**src/ntb_link_msi_pkg.sv**
```systemverilog
// Purpose: Constants, field layouts and carriers for the link and message interrupt registers.
// Assumes: AXI4-Lite access, 32-bit data, one aligned word per register index.
// Notes: Byte address of a register is four times its index.
// Function
// (RULE_01) Link capabilities 3:0 read 0x1, maximum speed 2.5 Gbps, writes ignored.
// (RULE_02) Link capabilities 9:4 read constant 0x8 maximum width, read-only.
// (RULE_03) Link capabilities 11:10 read 0x1, light sleep entry advertised only.
// (RULE_04) Both exit latency fields, bits 14:12 and 17:15, read zero.
// (RULE_05) Port index bits 31:24 and bits 23:18 read zero.
// (RULE_06) Link control 1:0 writable power state control, resets to zero.
// (RULE_07) Link control bits 3, 4 and 5 read-only zero.
// (RULE_08) Link control bits 6 and 7 writable storage, reset zero, no effect.
// (RULE_09) Link status reads speed 0x1 in 3:0 and width 0x8 in 9:4.
// (RULE_10) Link status bits 15:10 always read zero and ignore writes.
// (RULE_11) Interrupt capability header reads identifier 0x5 and next pointer 0x74.
// (RULE_12) Interrupt capability bit 16 is writable enable, resets to zero.
// (RULE_13) One message only: bits 19:17 and 22:20 read zero.
// (RULE_14) Bit 23 reads one for wide address support; bits 31:24 read zero.
// (RULE_15) Lower address stores bits 31:2, resets zero; bits 1:0 read zero.
// (RULE_16) Nonzero upper address selects a wide interrupt write, zero selects narrow.
// (RULE_17) Message data 15:0 writable, reset zero, low half of each write.
// (RULE_18) Bridge header identifier 7:0 writable, resets to 0x9.
// (RULE_19) Bridge header next pointer 15:8 writable, resets to 0xb4.
// (RULE_20) With enable set each event sends one write; nothing while enable clear. Events arriving while a write is outstanding merge into one more write.
package ntb_link_msi_pkg;

    localparam int unsigned ADDR_W = 12;
    localparam int unsigned IDX_W  = 10;

    localparam logic [IDX_W-1:0] IDX_LINK_CAP    = 10'h04c;
    localparam logic [IDX_W-1:0] IDX_LINK_CTRL   = 10'h050;
    localparam logic [IDX_W-1:0] IDX_LINK_STATUS = 10'h052;
    localparam logic [IDX_W-1:0] IDX_MSI_CAP     = 10'h064;
    localparam logic [IDX_W-1:0] IDX_MSI_ADDR_LO = 10'h068;
    localparam logic [IDX_W-1:0] IDX_MSI_ADDR_HI = 10'h06c;
    localparam logic [IDX_W-1:0] IDX_MSI_DATA    = 10'h070;
    localparam logic [IDX_W-1:0] IDX_BRIDGE_CAP  = 10'h074;

    localparam logic [3:0] SPEED_CODE          = 4'h1;
    localparam logic [5:0] WIDTH_CODE          = 6'h08;
    localparam logic [1:0] POWER_SUPPORT_CODE  = 2'h1;
    localparam logic [2:0] EXIT_LAT_CODE       = 3'h0;
    localparam logic [7:0] PORT_INDEX_CODE     = 8'h00;
    localparam logic [7:0] MSI_CAP_ID          = 8'h05;
    localparam logic [7:0] MSI_NEXT_PTR        = 8'h74;
    localparam logic [2:0] MSG_COUNT_CODE      = 3'h0;
    localparam logic [7:0] VENDOR_CAP_ID_RST   = 8'h09;
    localparam logic [7:0] BRIDGE_NEXT_PTR_RST = 8'hb4;
    localparam logic [7:0] CAP_LENGTH_RST      = 8'h40;
    localparam logic [7:0] CAP_KIND_RST        = 8'h01;

    localparam logic [1:0] RESP_OKAY   = 2'h0;
    localparam logic [1:0] RESP_SLVERR = 2'h2;

    typedef struct packed {
        logic [7:0] port_index;
        logic [5:0] rsvd;
        logic [2:0] deep_sleep_exit_lat;
        logic [2:0] light_sleep_exit_lat;
        logic [1:0] power_state_support;
        logic [5:0] max_width_code;
        logic [3:0] max_speed_code;
    } link_cap_s;

    typedef struct packed {
        logic [7:0] rsvd_hi;
        logic       long_sync_bit;
        logic       shared_refclk_cfg;
        logic       retrain_bit;
        logic       link_off_bit;
        logic       completion_boundary;
        logic       rsvd_lo;
        logic [1:0] power_state_ctrl;
    } link_ctrl_s;

    typedef struct packed {
        logic [2:0] rsvd;
        logic       slot_clock_cfg;
        logic       training_flag;
        logic       train_fault_flag;
        logic [5:0] current_width_code;
        logic [3:0] current_speed_code;
    } link_status_s;

    typedef struct packed {
        logic [7:0] rsvd;
        logic       wide_address_capable;
        logic [2:0] msg_count_enabled;
        logic [2:0] msg_count_capable;
        logic       msi_enable;
        logic [7:0] next_cap_pointer;
        logic [7:0] cap_identifier;
    } msi_cap_s;

    typedef struct packed {
        logic [7:0] cap_kind;
        logic [7:0] cap_length;
        logic [7:0] next_cap_pointer;
        logic [7:0] vendor_cap_identifier;
    } bridge_cap_s;

    typedef struct packed {
        logic        wide;
        logic [31:0] msg_addr_high;
        logic [31:0] msg_addr_low;
        logic [31:0] data;
    } msi_req_s;

endpackage

```
**src/ntb_link_msi_cap_regs.sv**
```systemverilog
// Purpose: Link capability, link control and status, message interrupt and bridge header registers.
// Assumes: AXI4-Lite slave on mclk; event and acknowledge come from logic on the same clock.
// Notes: One write and one read may be outstanding at a time.
`timescale 1ns/1ns
module ntb_link_msi_cap_regs
    import ntb_link_msi_pkg::*;
(
    input  wire logic              mclk,
    input  wire logic              rst_n,
    input  wire logic [ADDR_W-1:0] awaddr,
    input  wire logic [2:0]        awprot,
    input  wire logic              awvalid,
    output logic                   awready,
    input  wire logic [31:0]       wdata,
    input  wire logic [3:0]        wstrb,
    input  wire logic              wvalid,
    output logic                   wready,
    output logic [1:0]             bresp,
    output logic                   bvalid,
    input  wire logic              bready,
    input  wire logic [ADDR_W-1:0] araddr,
    input  wire logic [2:0]        arprot,
    input  wire logic              arvalid,
    output logic                   arready,
    output logic [31:0]            rdata,
    output logic [1:0]             rresp,
    output logic                   rvalid,
    input  wire logic              rready,
    input  wire logic              irq_event,
    output msi_req_s               msi_req,
    output logic                   msi_req_valid,
    input  wire logic              msi_req_ack,
    output logic                   msi_enable,
    output logic [1:0]             power_state_ctrl
);

    typedef enum logic [0:0] {
        MSI_IDLE,
        MSI_SEND
    } msi_state_e;

    // Write channel state.
    logic                 awready_q;
    logic                 wready_q;
    logic                 aw_held_q;
    logic [IDX_W-1:0]     aw_idx_q;
    logic                 w_held_q;
    logic [31:0]          wdata_q;
    logic [3:0]           wstrb_q;
    logic                 bvalid_q;
    logic [1:0]           bresp_q;

    // Read channel state.
    logic                 arready_q;
    logic                 rvalid_q;
    logic [31:0]          rdata_q;
    logic [1:0]           rresp_q;

    // Stored register fields.
    logic [1:0]           power_ctrl_q;
    logic                 refclk_cfg_q;
    logic                 long_sync_q;
    logic                 msi_enable_q;
    logic [29:0]          addr_dw_q;
    logic [31:0]          addr_high_q;
    logic [15:0]          payload_q;
    bridge_cap_s          bridge_q;

    // Interrupt message sender.
    msi_state_e           msi_state_q;
    logic                 pending_q;
    logic                 msi_valid_q;
    msi_req_s             msi_req_q;

    // Decoded helpers.
    logic                 aw_take;
    logic                 w_take;
    logic                 do_write;
    logic                 ar_take;
    logic [IDX_W-1:0]     ar_idx;
    logic [31:0]          cur_word;
    logic                 cur_hit;
    logic [31:0]          new_word;
    link_ctrl_s           new_ctrl;
    msi_cap_s             new_msi;
    logic [31:0]          rd_word;
    logic                 rd_hit;
    logic                 launch;

    link_cap_s            link_cap_v;
    link_ctrl_s           link_ctrl_v;
    link_status_s         link_status_v;
    msi_cap_s             msi_cap_v;

    // Builds the hardwired and stored fields of the link capability, link control, link status and interrupt capability registers.
    always_comb begin
        link_cap_v                      = '0;
        link_cap_v.max_speed_code       = SPEED_CODE;          // RULE_01
        link_cap_v.max_width_code       = WIDTH_CODE;          // RULE_02
        link_cap_v.power_state_support  = POWER_SUPPORT_CODE;  // RULE_03
        link_cap_v.light_sleep_exit_lat = EXIT_LAT_CODE;       // RULE_04
        link_cap_v.deep_sleep_exit_lat  = EXIT_LAT_CODE;       // RULE_04
        link_cap_v.port_index           = PORT_INDEX_CODE;     // RULE_05

        link_ctrl_v                     = '0;                  // RULE_07
        link_ctrl_v.power_state_ctrl    = power_ctrl_q;        // RULE_06
        link_ctrl_v.shared_refclk_cfg   = refclk_cfg_q;        // RULE_08
        link_ctrl_v.long_sync_bit       = long_sync_q;         // RULE_08

        link_status_v                    = '0;                 // RULE_10
        link_status_v.current_speed_code = SPEED_CODE;         // RULE_09
        link_status_v.current_width_code = WIDTH_CODE;         // RULE_09

        msi_cap_v                       = '0;
        msi_cap_v.cap_identifier        = MSI_CAP_ID;          // RULE_11
        msi_cap_v.next_cap_pointer      = MSI_NEXT_PTR;        // RULE_11
        msi_cap_v.msi_enable            = msi_enable_q;        // RULE_12
        msi_cap_v.msg_count_capable     = MSG_COUNT_CODE;      // RULE_13
        msi_cap_v.msg_count_enabled     = MSG_COUNT_CODE;      // RULE_13
        msi_cap_v.wide_address_capable  = 1'b1;                // RULE_14
    end

    // Returns the read image of a register and whether the index is mapped.
    function automatic logic [32:0] read_word(input logic [IDX_W-1:0] idx);
        logic [32:0] res;
        res = '0;
        unique case (idx)
            IDX_LINK_CAP:    res = {1'b1, link_cap_v};
            IDX_LINK_CTRL:   res = {1'b1, 16'h0000, link_ctrl_v};
            IDX_LINK_STATUS: res = {1'b1, 16'h0000, link_status_v};
            IDX_MSI_CAP:     res = {1'b1, msi_cap_v};
            IDX_MSI_ADDR_LO: res = {1'b1, addr_dw_q, 2'h0};              // RULE_15
            IDX_MSI_ADDR_HI: res = {1'b1, addr_high_q};
            IDX_MSI_DATA:    res = {1'b1, 16'h0000, payload_q};          // RULE_17
            IDX_BRIDGE_CAP:  res = {1'b1, bridge_q};
            default:         res = '0;
        endcase
        return res;
    endfunction

    // Merges write data into the current image under the byte strobes.
    function automatic logic [31:0] merge(input logic [31:0] old_v,
                                          input logic [31:0] new_v,
                                          input logic [3:0]  strb);
        logic [31:0] res;
        res = old_v;
        for (int i = 0; i < 4; i++) begin
            if (strb[i]) begin
                res[i*8 +: 8] = new_v[i*8 +: 8];
            end
        end
        return res;
    endfunction

    assign aw_take  = awvalid && awready_q;
    assign w_take   = wvalid && wready_q;
    assign do_write = aw_held_q && w_held_q && !bvalid_q;
    assign ar_take  = arvalid && arready_q;
    assign ar_idx   = araddr[ADDR_W-1:2];

    always_comb begin
        {cur_hit, cur_word} = read_word(aw_idx_q);
        new_word            = merge(cur_word, wdata_q, wstrb_q);
        new_ctrl            = link_ctrl_s'(new_word[15:0]);
        new_msi             = msi_cap_s'(new_word);
        {rd_hit, rd_word}   = read_word(ar_idx);
    end

    // Write address channel: one address held until its write completes.
    always_ff @(posedge mclk or negedge rst_n) begin
        if (!rst_n) begin
            aw_held_q <= 1'b0;
            aw_idx_q  <= '0;
            awready_q <= 1'b0;
        end else begin
            if (do_write) begin
                aw_held_q <= 1'b0;
                awready_q <= 1'b1;
            end else if (aw_take) begin
                aw_held_q <= 1'b1;
                aw_idx_q  <= awaddr[ADDR_W-1:2];
                awready_q <= 1'b0;
            end else begin
                awready_q <= !aw_held_q;
            end
        end
    end

    // Write data channel: one beat held until its write completes.
    always_ff @(posedge mclk or negedge rst_n) begin
        if (!rst_n) begin
            w_held_q <= 1'b0;
            wdata_q  <= '0;
            wstrb_q  <= '0;
            wready_q <= 1'b0;
        end else begin
            if (do_write) begin
                w_held_q <= 1'b0;
                wready_q <= 1'b1;
            end else if (w_take) begin
                w_held_q <= 1'b1;
                wdata_q  <= wdata;
                wstrb_q  <= wstrb;
                wready_q <= 1'b0;
            end else begin
                wready_q <= !w_held_q;
            end
        end
    end

    // Write response: an unmapped index answers with a slave error.
    always_ff @(posedge mclk or negedge rst_n) begin
        if (!rst_n) begin
            bvalid_q <= 1'b0;
            bresp_q  <= RESP_OKAY;
        end else begin
            if (do_write) begin
                bvalid_q <= 1'b1;
                bresp_q  <= cur_hit ? RESP_OKAY : RESP_SLVERR;
            end else if (bready) begin
                bvalid_q <= 1'b0;
            end
        end
    end

    // Read channel: the data is captured on the address edge.
    always_ff @(posedge mclk or negedge rst_n) begin
        if (!rst_n) begin
            arready_q <= 1'b0;
            rvalid_q  <= 1'b0;
            rdata_q   <= '0;
            rresp_q   <= RESP_OKAY;
        end else begin
            if (ar_take) begin
                arready_q <= 1'b0;
                rvalid_q  <= 1'b1;
                rdata_q   <= rd_word;
                rresp_q   <= rd_hit ? RESP_OKAY : RESP_SLVERR;
            end else if (rvalid_q && rready) begin
                rvalid_q  <= 1'b0;
                arready_q <= 1'b1;
            end else begin
                arready_q <= !rvalid_q;
            end
        end
    end

    // Link control storage; the other link control bits are fixed.
    always_ff @(posedge mclk or negedge rst_n) begin
        if (!rst_n) begin
            power_ctrl_q <= 2'h0;
            refclk_cfg_q <= 1'b0;
            long_sync_q  <= 1'b0;
        end else if (do_write && aw_idx_q == IDX_LINK_CTRL) begin
            power_ctrl_q <= new_ctrl.power_state_ctrl;   // RULE_06
            refclk_cfg_q <= new_ctrl.shared_refclk_cfg;  // RULE_08
            long_sync_q  <= new_ctrl.long_sync_bit;      // RULE_08
        end
    end

    // Interrupt enable.
    always_ff @(posedge mclk or negedge rst_n) begin
        if (!rst_n) begin
            msi_enable_q <= 1'b0;
        end else if (do_write && aw_idx_q == IDX_MSI_CAP) begin
            msi_enable_q <= new_msi.msi_enable;  // RULE_12
        end
    end

    // Interrupt address and message data.
    always_ff @(posedge mclk or negedge rst_n) begin
        if (!rst_n) begin
            addr_dw_q   <= '0;
            addr_high_q <= '0;
            payload_q   <= '0;
        end else if (do_write) begin
            if (aw_idx_q == IDX_MSI_ADDR_LO) begin
                addr_dw_q <= new_word[31:2];  // RULE_15
            end
            if (aw_idx_q == IDX_MSI_ADDR_HI) begin
                addr_high_q <= new_word;
            end
            if (aw_idx_q == IDX_MSI_DATA) begin
                payload_q <= new_word[15:0];  // RULE_17
            end
        end
    end

    // Bridge capability header, fully writable.
    always_ff @(posedge mclk or negedge rst_n) begin
        if (!rst_n) begin
            bridge_q.vendor_cap_identifier <= VENDOR_CAP_ID_RST;    // RULE_18
            bridge_q.next_cap_pointer      <= BRIDGE_NEXT_PTR_RST;  // RULE_19
            bridge_q.cap_length            <= CAP_LENGTH_RST;
            bridge_q.cap_kind              <= CAP_KIND_RST;
        end else if (do_write && aw_idx_q == IDX_BRIDGE_CAP) begin
            bridge_q <= bridge_cap_s'(new_word);  // RULE_18 RULE_19
        end
    end

    assign launch = (msi_state_q == MSI_IDLE) && pending_q && msi_enable_q;

    // Pending event: a new event wins over the clear at launch.
    always_ff @(posedge mclk or negedge rst_n) begin
        if (!rst_n) begin
            pending_q <= 1'b0;
        end else if (!msi_enable_q) begin
            pending_q <= 1'b0;  // RULE_20
        end else if (irq_event) begin
            pending_q <= 1'b1;  // RULE_20
        end else if (launch) begin
            pending_q <= 1'b0;
        end
    end

    // Message sender: one write per pending event, held until acknowledged.
    always_ff @(posedge mclk or negedge rst_n) begin
        if (!rst_n) begin
            msi_state_q <= MSI_IDLE;
            msi_valid_q <= 1'b0;
            msi_req_q   <= '0;
        end else begin
            unique case (msi_state_q)
                MSI_IDLE: begin
                    if (launch) begin
                        msi_valid_q             <= 1'b1;  // RULE_20
                        msi_req_q.wide          <= (addr_high_q != '0);  // RULE_16
                        msi_req_q.msg_addr_high <= addr_high_q;  // RULE_16
                        msi_req_q.msg_addr_low  <= {addr_dw_q, 2'h0};
                        msi_req_q.data          <= {16'h0000, payload_q};  // RULE_17
                        msi_state_q             <= MSI_SEND;
                    end
                end
                MSI_SEND: begin
                    if (msi_req_ack) begin
                        msi_valid_q <= 1'b0;
                        msi_state_q <= MSI_IDLE;
                    end
                end
            endcase
        end
    end

    assign awready          = awready_q;
    assign wready           = wready_q;
    assign bvalid           = bvalid_q;
    assign bresp            = bresp_q;
    assign arready          = arready_q;
    assign rvalid           = rvalid_q;
    assign rdata            = rdata_q;
    assign rresp            = rresp_q;
    assign msi_req          = msi_req_q;
    assign msi_req_valid    = msi_valid_q;
    assign msi_enable       = msi_enable_q;
    assign power_state_ctrl = power_ctrl_q;

endmodule

```
**config.mk**
```make
export PLATFORM = sky130hd
export DESIGN_NAME = ntb_link_msi_cap_regs
export DESIGN_NICKNAME = d
export VERILOG_FILES = /design/src/ntb_link_msi_pkg.sv /design/src/ntb_link_msi_cap_regs.sv
export SDC_FILE = /design/constraint.sdc
export NUM_CORES = 1
export LEC_CHECK = 0
export ABC_AREA = 0
export BUFFER_PORTS_ARGS = -buffer_cell sky130_fd_sc_hd__buf_2
export CAP_MARGIN = 20
export CORE_ASPECT_RATIO = 0.7
export CORE_UTILIZATION = 56
export DETAILED_ROUTE_END_ITERATION = 12
export PLACE_DENSITY = 0.82
export SYNTH_ARGS = -nofsm -noshare
export SYNTH_HDL_FRONTEND = slang
export SYNTH_SLANG_ARGS = --single-unit
```
**constraint.sdc**
```tcl
create_clock -name mclk -period 2.9 [get_ports mclk]
set_input_delay 0.58 -clock mclk [delete_from_list [all_inputs] [get_ports mclk]]
set_output_delay 0.58 -clock mclk [all_outputs]
set_load 0.01 [all_outputs]
```
=== Yosys cells after proc, flatten, opt, wreduce, memory -nomap -nowiden ===
Index checks and enable logic that the tools add are counted.

* Register bits: 286

* Equal/unequal tests: 19
* Multiplexer cells: 31
* Bitwise logic cells: 2
* Reductions and logical operators: 27

{| class="wikitable"
|+ Operators with widths
! operator !! count
|-
| $pmux 33 s8 || 2
|-
| $eq 10x7->1 const B || 16
|-
| $mux 8 || 4
|-
| $reduce_bool 32->1 || 1
|-
| $mux 1 || 21
|-
| $reduce_and 2->1 || 7
|-
| $logic_and 1x1->1 || 11
|-
| $reduce_bool 2->1 || 4
|-
| $logic_not 1->1 || 4
|-
| $mux 2 || 2
|-
| $ne 2x2->1 const B || 2
|-
| $pmux 1 s2 || 2
|-
| $ne 3x2->1 const B || 1
|-
| $not 1->1 || 2
|}

=== Logic depth before layout (Yosys ltp) ===
* Word-level depth: 6
* Mapped depth: 9

=== Worst setup path after synthesis ===
OpenSTA, ideal clock, no wires.

* Path kind: reg-to-reg
* From: register aw_idx_q[7]
* To: register bridge_q[10] (netlist name)
* Arrival time: 2141 ps
* Data required time: 2818 ps
* Path slack: 677 ps
* Cell stages (with the launch flop): 7
* Path buffers: 2
* Cells stage by stage: dfrtp_1 > or4b_1 > buf_2 > nor4_4 > buf_6 > and2_1 > mux2_2

* Longest elaborated chain between the ends: 3
* Elaborated cells between the ends (all ways): 11
* Classes of those cells: 8 x eq/ne; 2 x mux; 1 x reduce/logical

{| class="wikitable"
|+ RTL lines
! what !! line !! source
|-
| start: declaration || ntb_link_msi_cap_regs.sv:46 || <nowiki>logic [IDX_W-1:0] aw_idx_q;</nowiki>
|-
| start signal: assignment || ntb_link_msi_cap_regs.sv:181 || <nowiki>aw_idx_q <= awaddr[ADDR_W-1:2];</nowiki>
|-
| $eq 10x7->1, on equally long branches || ntb_link_msi_cap_regs.sv:127, ntb_link_msi_cap_regs.sv:296 ||
|-
| $pmux 33 s8 || ntb_link_msi_cap_regs.sv:127 || <nowiki>unique case (idx)</nowiki>
|-
| $mux 8 || ntb_link_msi_cap_regs.sv:148 || <nowiki>if (strb[i]) begin</nowiki>
|-
| end signal: assignment || ntb_link_msi_cap_regs.sv:297 || <nowiki>bridge_q <= bridge_cap_s'(new_word);</nowiki>
|-
| end: declaration || ntb_link_msi_cap_regs.sv:67 || <nowiki>bridge_cap_s bridge_q;</nowiki>
|}

Parallel ways exist; a longest one is shown, timed or not.
A chain may end at the register's enable or synchronous reset.

=== Final worst setup path ===
* From: register aw_idx_q[3]
* To: register addr_high_q[7]

* Longest elaborated chain between the ends: 3
* Elaborated cells between the ends (all ways): 11
* Classes of those cells: 8 x eq/ne; 2 x mux; 1 x reduce/logical

{| class="wikitable"
|+ RTL lines
! what !! line !! source
|-
| $eq 10x7->1, on equally long branches || ntb_link_msi_cap_regs.sv:127, ntb_link_msi_cap_regs.sv:280 ||
|-
| $pmux 33 s8 || ntb_link_msi_cap_regs.sv:127 ||
|-
| $mux 8 || ntb_link_msi_cap_regs.sv:148 ||
|-
| end signal: assignment || ntb_link_msi_cap_regs.sv:281 || <nowiki>addr_high_q <= new_word;</nowiki>
|-
| end: declaration || ntb_link_msi_cap_regs.sv:65 || <nowiki>logic [31:0] addr_high_q;</nowiki>
|}

Parallel ways exist; a longest one is shown, timed or not.

==> summary.txt <==
status -> completed
unrepaired setup endpoints after global routing -> no
maximum vdd ir drop -> 0.666 mV
drt drc -> 0
clock tree root driver cell -> sky130_fd_sc_hd__clkbuf_16
Yosys Warn Count -> 0
Cell Count Post-Placement -> 1593
average instance area after synthesis -> 11.0 µm²
chip height -> 128 µm
final non-filler cell total -> 1642
final setup TNS -> 0 ns
Commonest cells post-synth -> 276 x sky130_fd_sc_hd__dfrtp_1, 152 x sky130_fd_sc_hd__nand2_1, 117 x sky130_fd_sc_hd__mux2_2, 74 x sky130_fd_sc_hd__nor2_1, 74 x sky130_fd_sc_hd__o21ai_0
Placement Rows -> 45
number of distinct library cells after synthesis -> 61
number of global-route vias before repair -> 10.0k
die footprint -> 23200 µm²
number of buffers on the longest clock path -> 3
input/output buffers -> 186
Core Util, Final -> 68.2%
area fraction in compound gates after synthesis -> 15.6%
combinational share of power -> 23.2%
via/cell ratio -> 6.36
number of endpoints failing setup at the final stage -> 0
CTS sink count -> 284
leakage power summed over all cells -> 7.02 nW
Hold Fails Final Rpt -> 0
final routed wirelength across all metal layers -> 37900 µm
Worst setup EP type -> flip-flop
largest family of logic cells by synthesized area -> compound AO/OA/AOI/OAI gates
Core ar. -> 21900 µm²
post-synthesis instance area -> 12700 µm²
First-pass DRT Iterations -> 6
biggest area contributors in the synthesized netlist -> sky130_fd_sc_hd__dfrtp_1 55%, sky130_fd_sc_hd__mux2_2 10%, sky130_fd_sc_hd__nand2_1 4.5%
number of H-tree branching levels -> 1
number of primary I/O pins -> 217
Seq. cell area -> 7120 µm²
Fill cells -> 1600
number of cells upsized or downsized after cts -> 0
clock slew seen by the registers of the worst setup and hold paths -> 0.07 ns
Critical Path Start Type -> flip-flop
most instantiated flip-flop cell in the synthesis netlist -> sky130_fd_sc_hd__dfrtp_1
global-route wire length before repair -> 58400 µm
Max FO, Critical Path -> 15
post-route cell area -> 14900 µm²
Total Power Consumption -> 0.0113 W
adder and majority gate portion of the synthesized area -> 0%
Slew @ Worst Pin -> 0.950 ns
hold bufs inserted after CTS -> 0
number of antenna violations at the first check in global routing -> 2
net switching power figure -> 0.00368 W
Yosys top cell area share -> 54.6%
total number of vias -> 10.4k
worst hold path class -> primary input to asynchronous set/reset pin
type of the setup path with the least slack -> flip-flop to flip-flop
proportion of power drawn by flip-flops and latches -> 44.9%
internal power -> 0.00760 W
area delta synth->final -> 18.0%
CTS tree -> yes
peak clock frequency supported by timing -> 0.374 GHz
total half-perimeter wirelength after legalization and detailed placement -> 27000 µm
share of cells above drive strength 1 -> 30.3%
worst rel slew slack -> 36.5%
total of max-cap violations -> 0
arrival time of data at the critical path endpoint -> 3.06 ns
parity-gate share of the synthesized area counting xor and xnor cells -> 0.0692%
dominant cell type by area after synthesis -> sky130_fd_sc_hd__dfrtp_1
clock share of power -> 31.9%
drt initial violations -> 1199
Chip Width -> 182 µm
weighted congestion reported at the end of routability-driven placement -> 0.975
Worst-Skew Late Latency -> 0.55 ns
number of clock buffers inserted by TritonCTS -> 26
final count of pins violating max slew -> 0
Worst Path Required -> 3.29 ns
post-route ant nets -> 0
dpl cell area -> 14000 µm²
fin crit period -> 2.67 ns
Async SR Flop Fraction -> 100%
multiplexer area fraction after synthesis -> 12.3%
Post-synth EDFFs -> 0
maximum number of pins on one net before global-route repair -> 84
pwr dens -> 756 nW/µm²
Global Route Usage Sum -> 33.1%
Congestion Overflow GR -> 0
initial core utilization -> 57.8%
nets -> 1414
Multi-input gate area -> 5100 µm²
post-DR wirelength/cell -> 23.1 µm
proportion of synthesized chip area in sequential cells -> 56.2%
setup repair bufs after CTS -> 0
portion of the clock cycle consumed by the worst path in the final layout -> 92.1%
cell with the most instances after synthesis -> sky130_fd_sc_hd__dfrtp_1
number of register bits inferred by synthesis -> 284
setup skew after layout -> 0.0197 ns
post-synthesis cell count -> 1155
post-synthesis simple-gate area fraction -> 11.4%
switching power as a share of total power -> 32.7%
## area by class of cell
cell class | count | area share (%)
flip-flops and latches | 284 | 47.7
multi-input cells | 778 | 34.1
repair buffers | 231 | 9.32
clock buffers | 37 | 5.04
well taps | 282 | 2.36
clock inverters | 11 | 1.01
inverters | 18 | 0.452
diodes | 1 | 0.0168
## critical path, stage by stage, from the launching register on
cell,delay [ns]
sky130_fd_sc_hd__dfrtp_1,0.66
sky130_fd_sc_hd__or4b_1,0.41
sky130_fd_sc_hd__nor4_4,0.09
sky130_fd_sc_hd__buf_4,0.19
sky130_fd_sc_hd__and2_1,0.17
sky130_fd_sc_hd__o32ai_1,0.77
sky130_fd_sc_hd__o21ai_0,0.22
## registers in the layout, summed over array words and instances, names as in the netlist, 2 cells and up
name,count
msi_req,79
addr_dw_q,30
power_state_ctrl,2
wstrb_q,4
aw_idx_q,10
rdata,32
wdata_q,32
addr_high_q,32
bridge_q,32
payload_q,16
## cells by family after synthesis
| kind of cell | count (synthesis) |
|---|---|
| muxes | 141 |
| DFF | 284 |
| AOI/OAI and AO/OA | 307 |
| other | 1 |
| xor gates and xnor gates | 1 |
| buffers and inverters | 112 |
| and+or+nand+nor | 309 |
## path summary, 6_finish.rpt
check	from	endpoint	slack [ns]	cells after the start
hold / removal	rst_n	msi_req[89]	0.02	1
max in group asynchronous	rst_n	bridge_q[3]	2.04	2
setup / recovery	aw_idx_q[3]	addr_high_q[7]	0.23	6
setup reg to reg	aw_idx_q[3]	addr_high_q[7]	0.23	6
hold reg to reg	bridge_q[22]	bridge_q[22]	0.47	2
min in group mclk	bready	bvalid	0.22	2
## power by group through the flow
stage / Clock, W / Combinational (W) / Sequential (W)
2_1_floorplan: 0 / 0.00173 / 0.00490
3_5_place_dp: 0 / 0.00253 / 0.00511
4_1_cts: 0.00361 / 0.00256 / 0.00504
6_report: 0.00360 / 0.00261 / 0.00507
5_1_grt: 0.00377 / 0.00282 / 0.00512
3_3_place_gp: 0 / 0.00246 / 0.00507
## stage by stage
step	setup slack, ns	hold slack (ns)
after detailed placement	0.322	0.465
after global routing	0.109	0.0730
after floorplan	0.677	0.284
after CTS	0.289	0.0478
after global placement	0.495	0.455
final	0.229	0.0158
## layout by cell type (no fill, tap or decap), types with 4 or more instances in the layout
| cell | n |
|---|---|
| sky130_fd_sc_hd__mux2i_1 | 23 |
| sky130_fd_sc_hd__nor4_4 | 4 |
| sky130_fd_sc_hd__dfstp_2 | 8 |
| sky130_fd_sc_hd__nor3_1 | 8 |
| sky130_fd_sc_hd__nand4_1 | 11 |
| sky130_fd_sc_hd__nor2b_1 | 6 |
| sky130_fd_sc_hd__nand2_1 | 152 |
| sky130_fd_sc_hd__clkbuf_16 | 26 |
| sky130_fd_sc_hd__a22oi_1 | 19 |
| sky130_fd_sc_hd__a31o_1 | 12 |
| sky130_fd_sc_hd__nand2b_1 | 5 |
| sky130_fd_sc_hd__o41ai_1 | 4 |
| sky130_fd_sc_hd__buf_12 | 9 |
| sky130_fd_sc_hd__inv_1 | 17 |
| sky130_fd_sc_hd__buf_4 | 36 |
| sky130_fd_sc_hd__a211oi_1 | 5 |
| sky130_fd_sc_hd__a21oi_1 | 49 |
| sky130_fd_sc_hd__o21ai_1 | 41 |
| sky130_fd_sc_hd__mux2_2 | 117 |
| sky130_fd_sc_hd__a31oi_1 | 15 |
| sky130_fd_sc_hd__o22ai_1 | 7 |
| sky130_fd_sc_hd__dfrtp_1 | 276 |
| sky130_fd_sc_hd__a22o_1 | 8 |
| sky130_fd_sc_hd__nor4_1 | 9 |
| sky130_fd_sc_hd__a221o_1 | 5 |
| sky130_fd_sc_hd__o21ai_0 | 74 |
| sky130_fd_sc_hd__clkinvlp_4 | 4 |
| sky130_fd_sc_hd__o31ai_1 | 12 |
| sky130_fd_sc_hd__buf_2 | 185 |
| sky130_fd_sc_hd__o21a_1 | 10 |
| sky130_fd_sc_hd__conb_1 | 20 |
| sky130_fd_sc_hd__nor2_1 | 74 |
| sky130_fd_sc_hd__clkbuf_8 | 6 |
| sky130_fd_sc_hd__clkbuf_1 | 5 |
| sky130_fd_sc_hd__a221oi_1 | 22 |
| sky130_fd_sc_hd__and2_1 | 8 |
| sky130_fd_sc_hd__a222oi_1 | 8 |
| sky130_fd_sc_hd__nand3_1 | 6 |
## metal layers
| layer | vias up | wire length (µm) | GRT usage, % |
|---|---|---|---|
| li1 | 4510 | - | - |
| met1 | 5108 | 16200 | 49.9 |
| met2 | 753 | 14900 | 43.8 |
| met3 | 63 | 6140 | 14.5 |
| met4 | 2 | 682 | 6.98 |
| met5 | - | 8 | 0 |
Power figures use the tool's default switching activity.
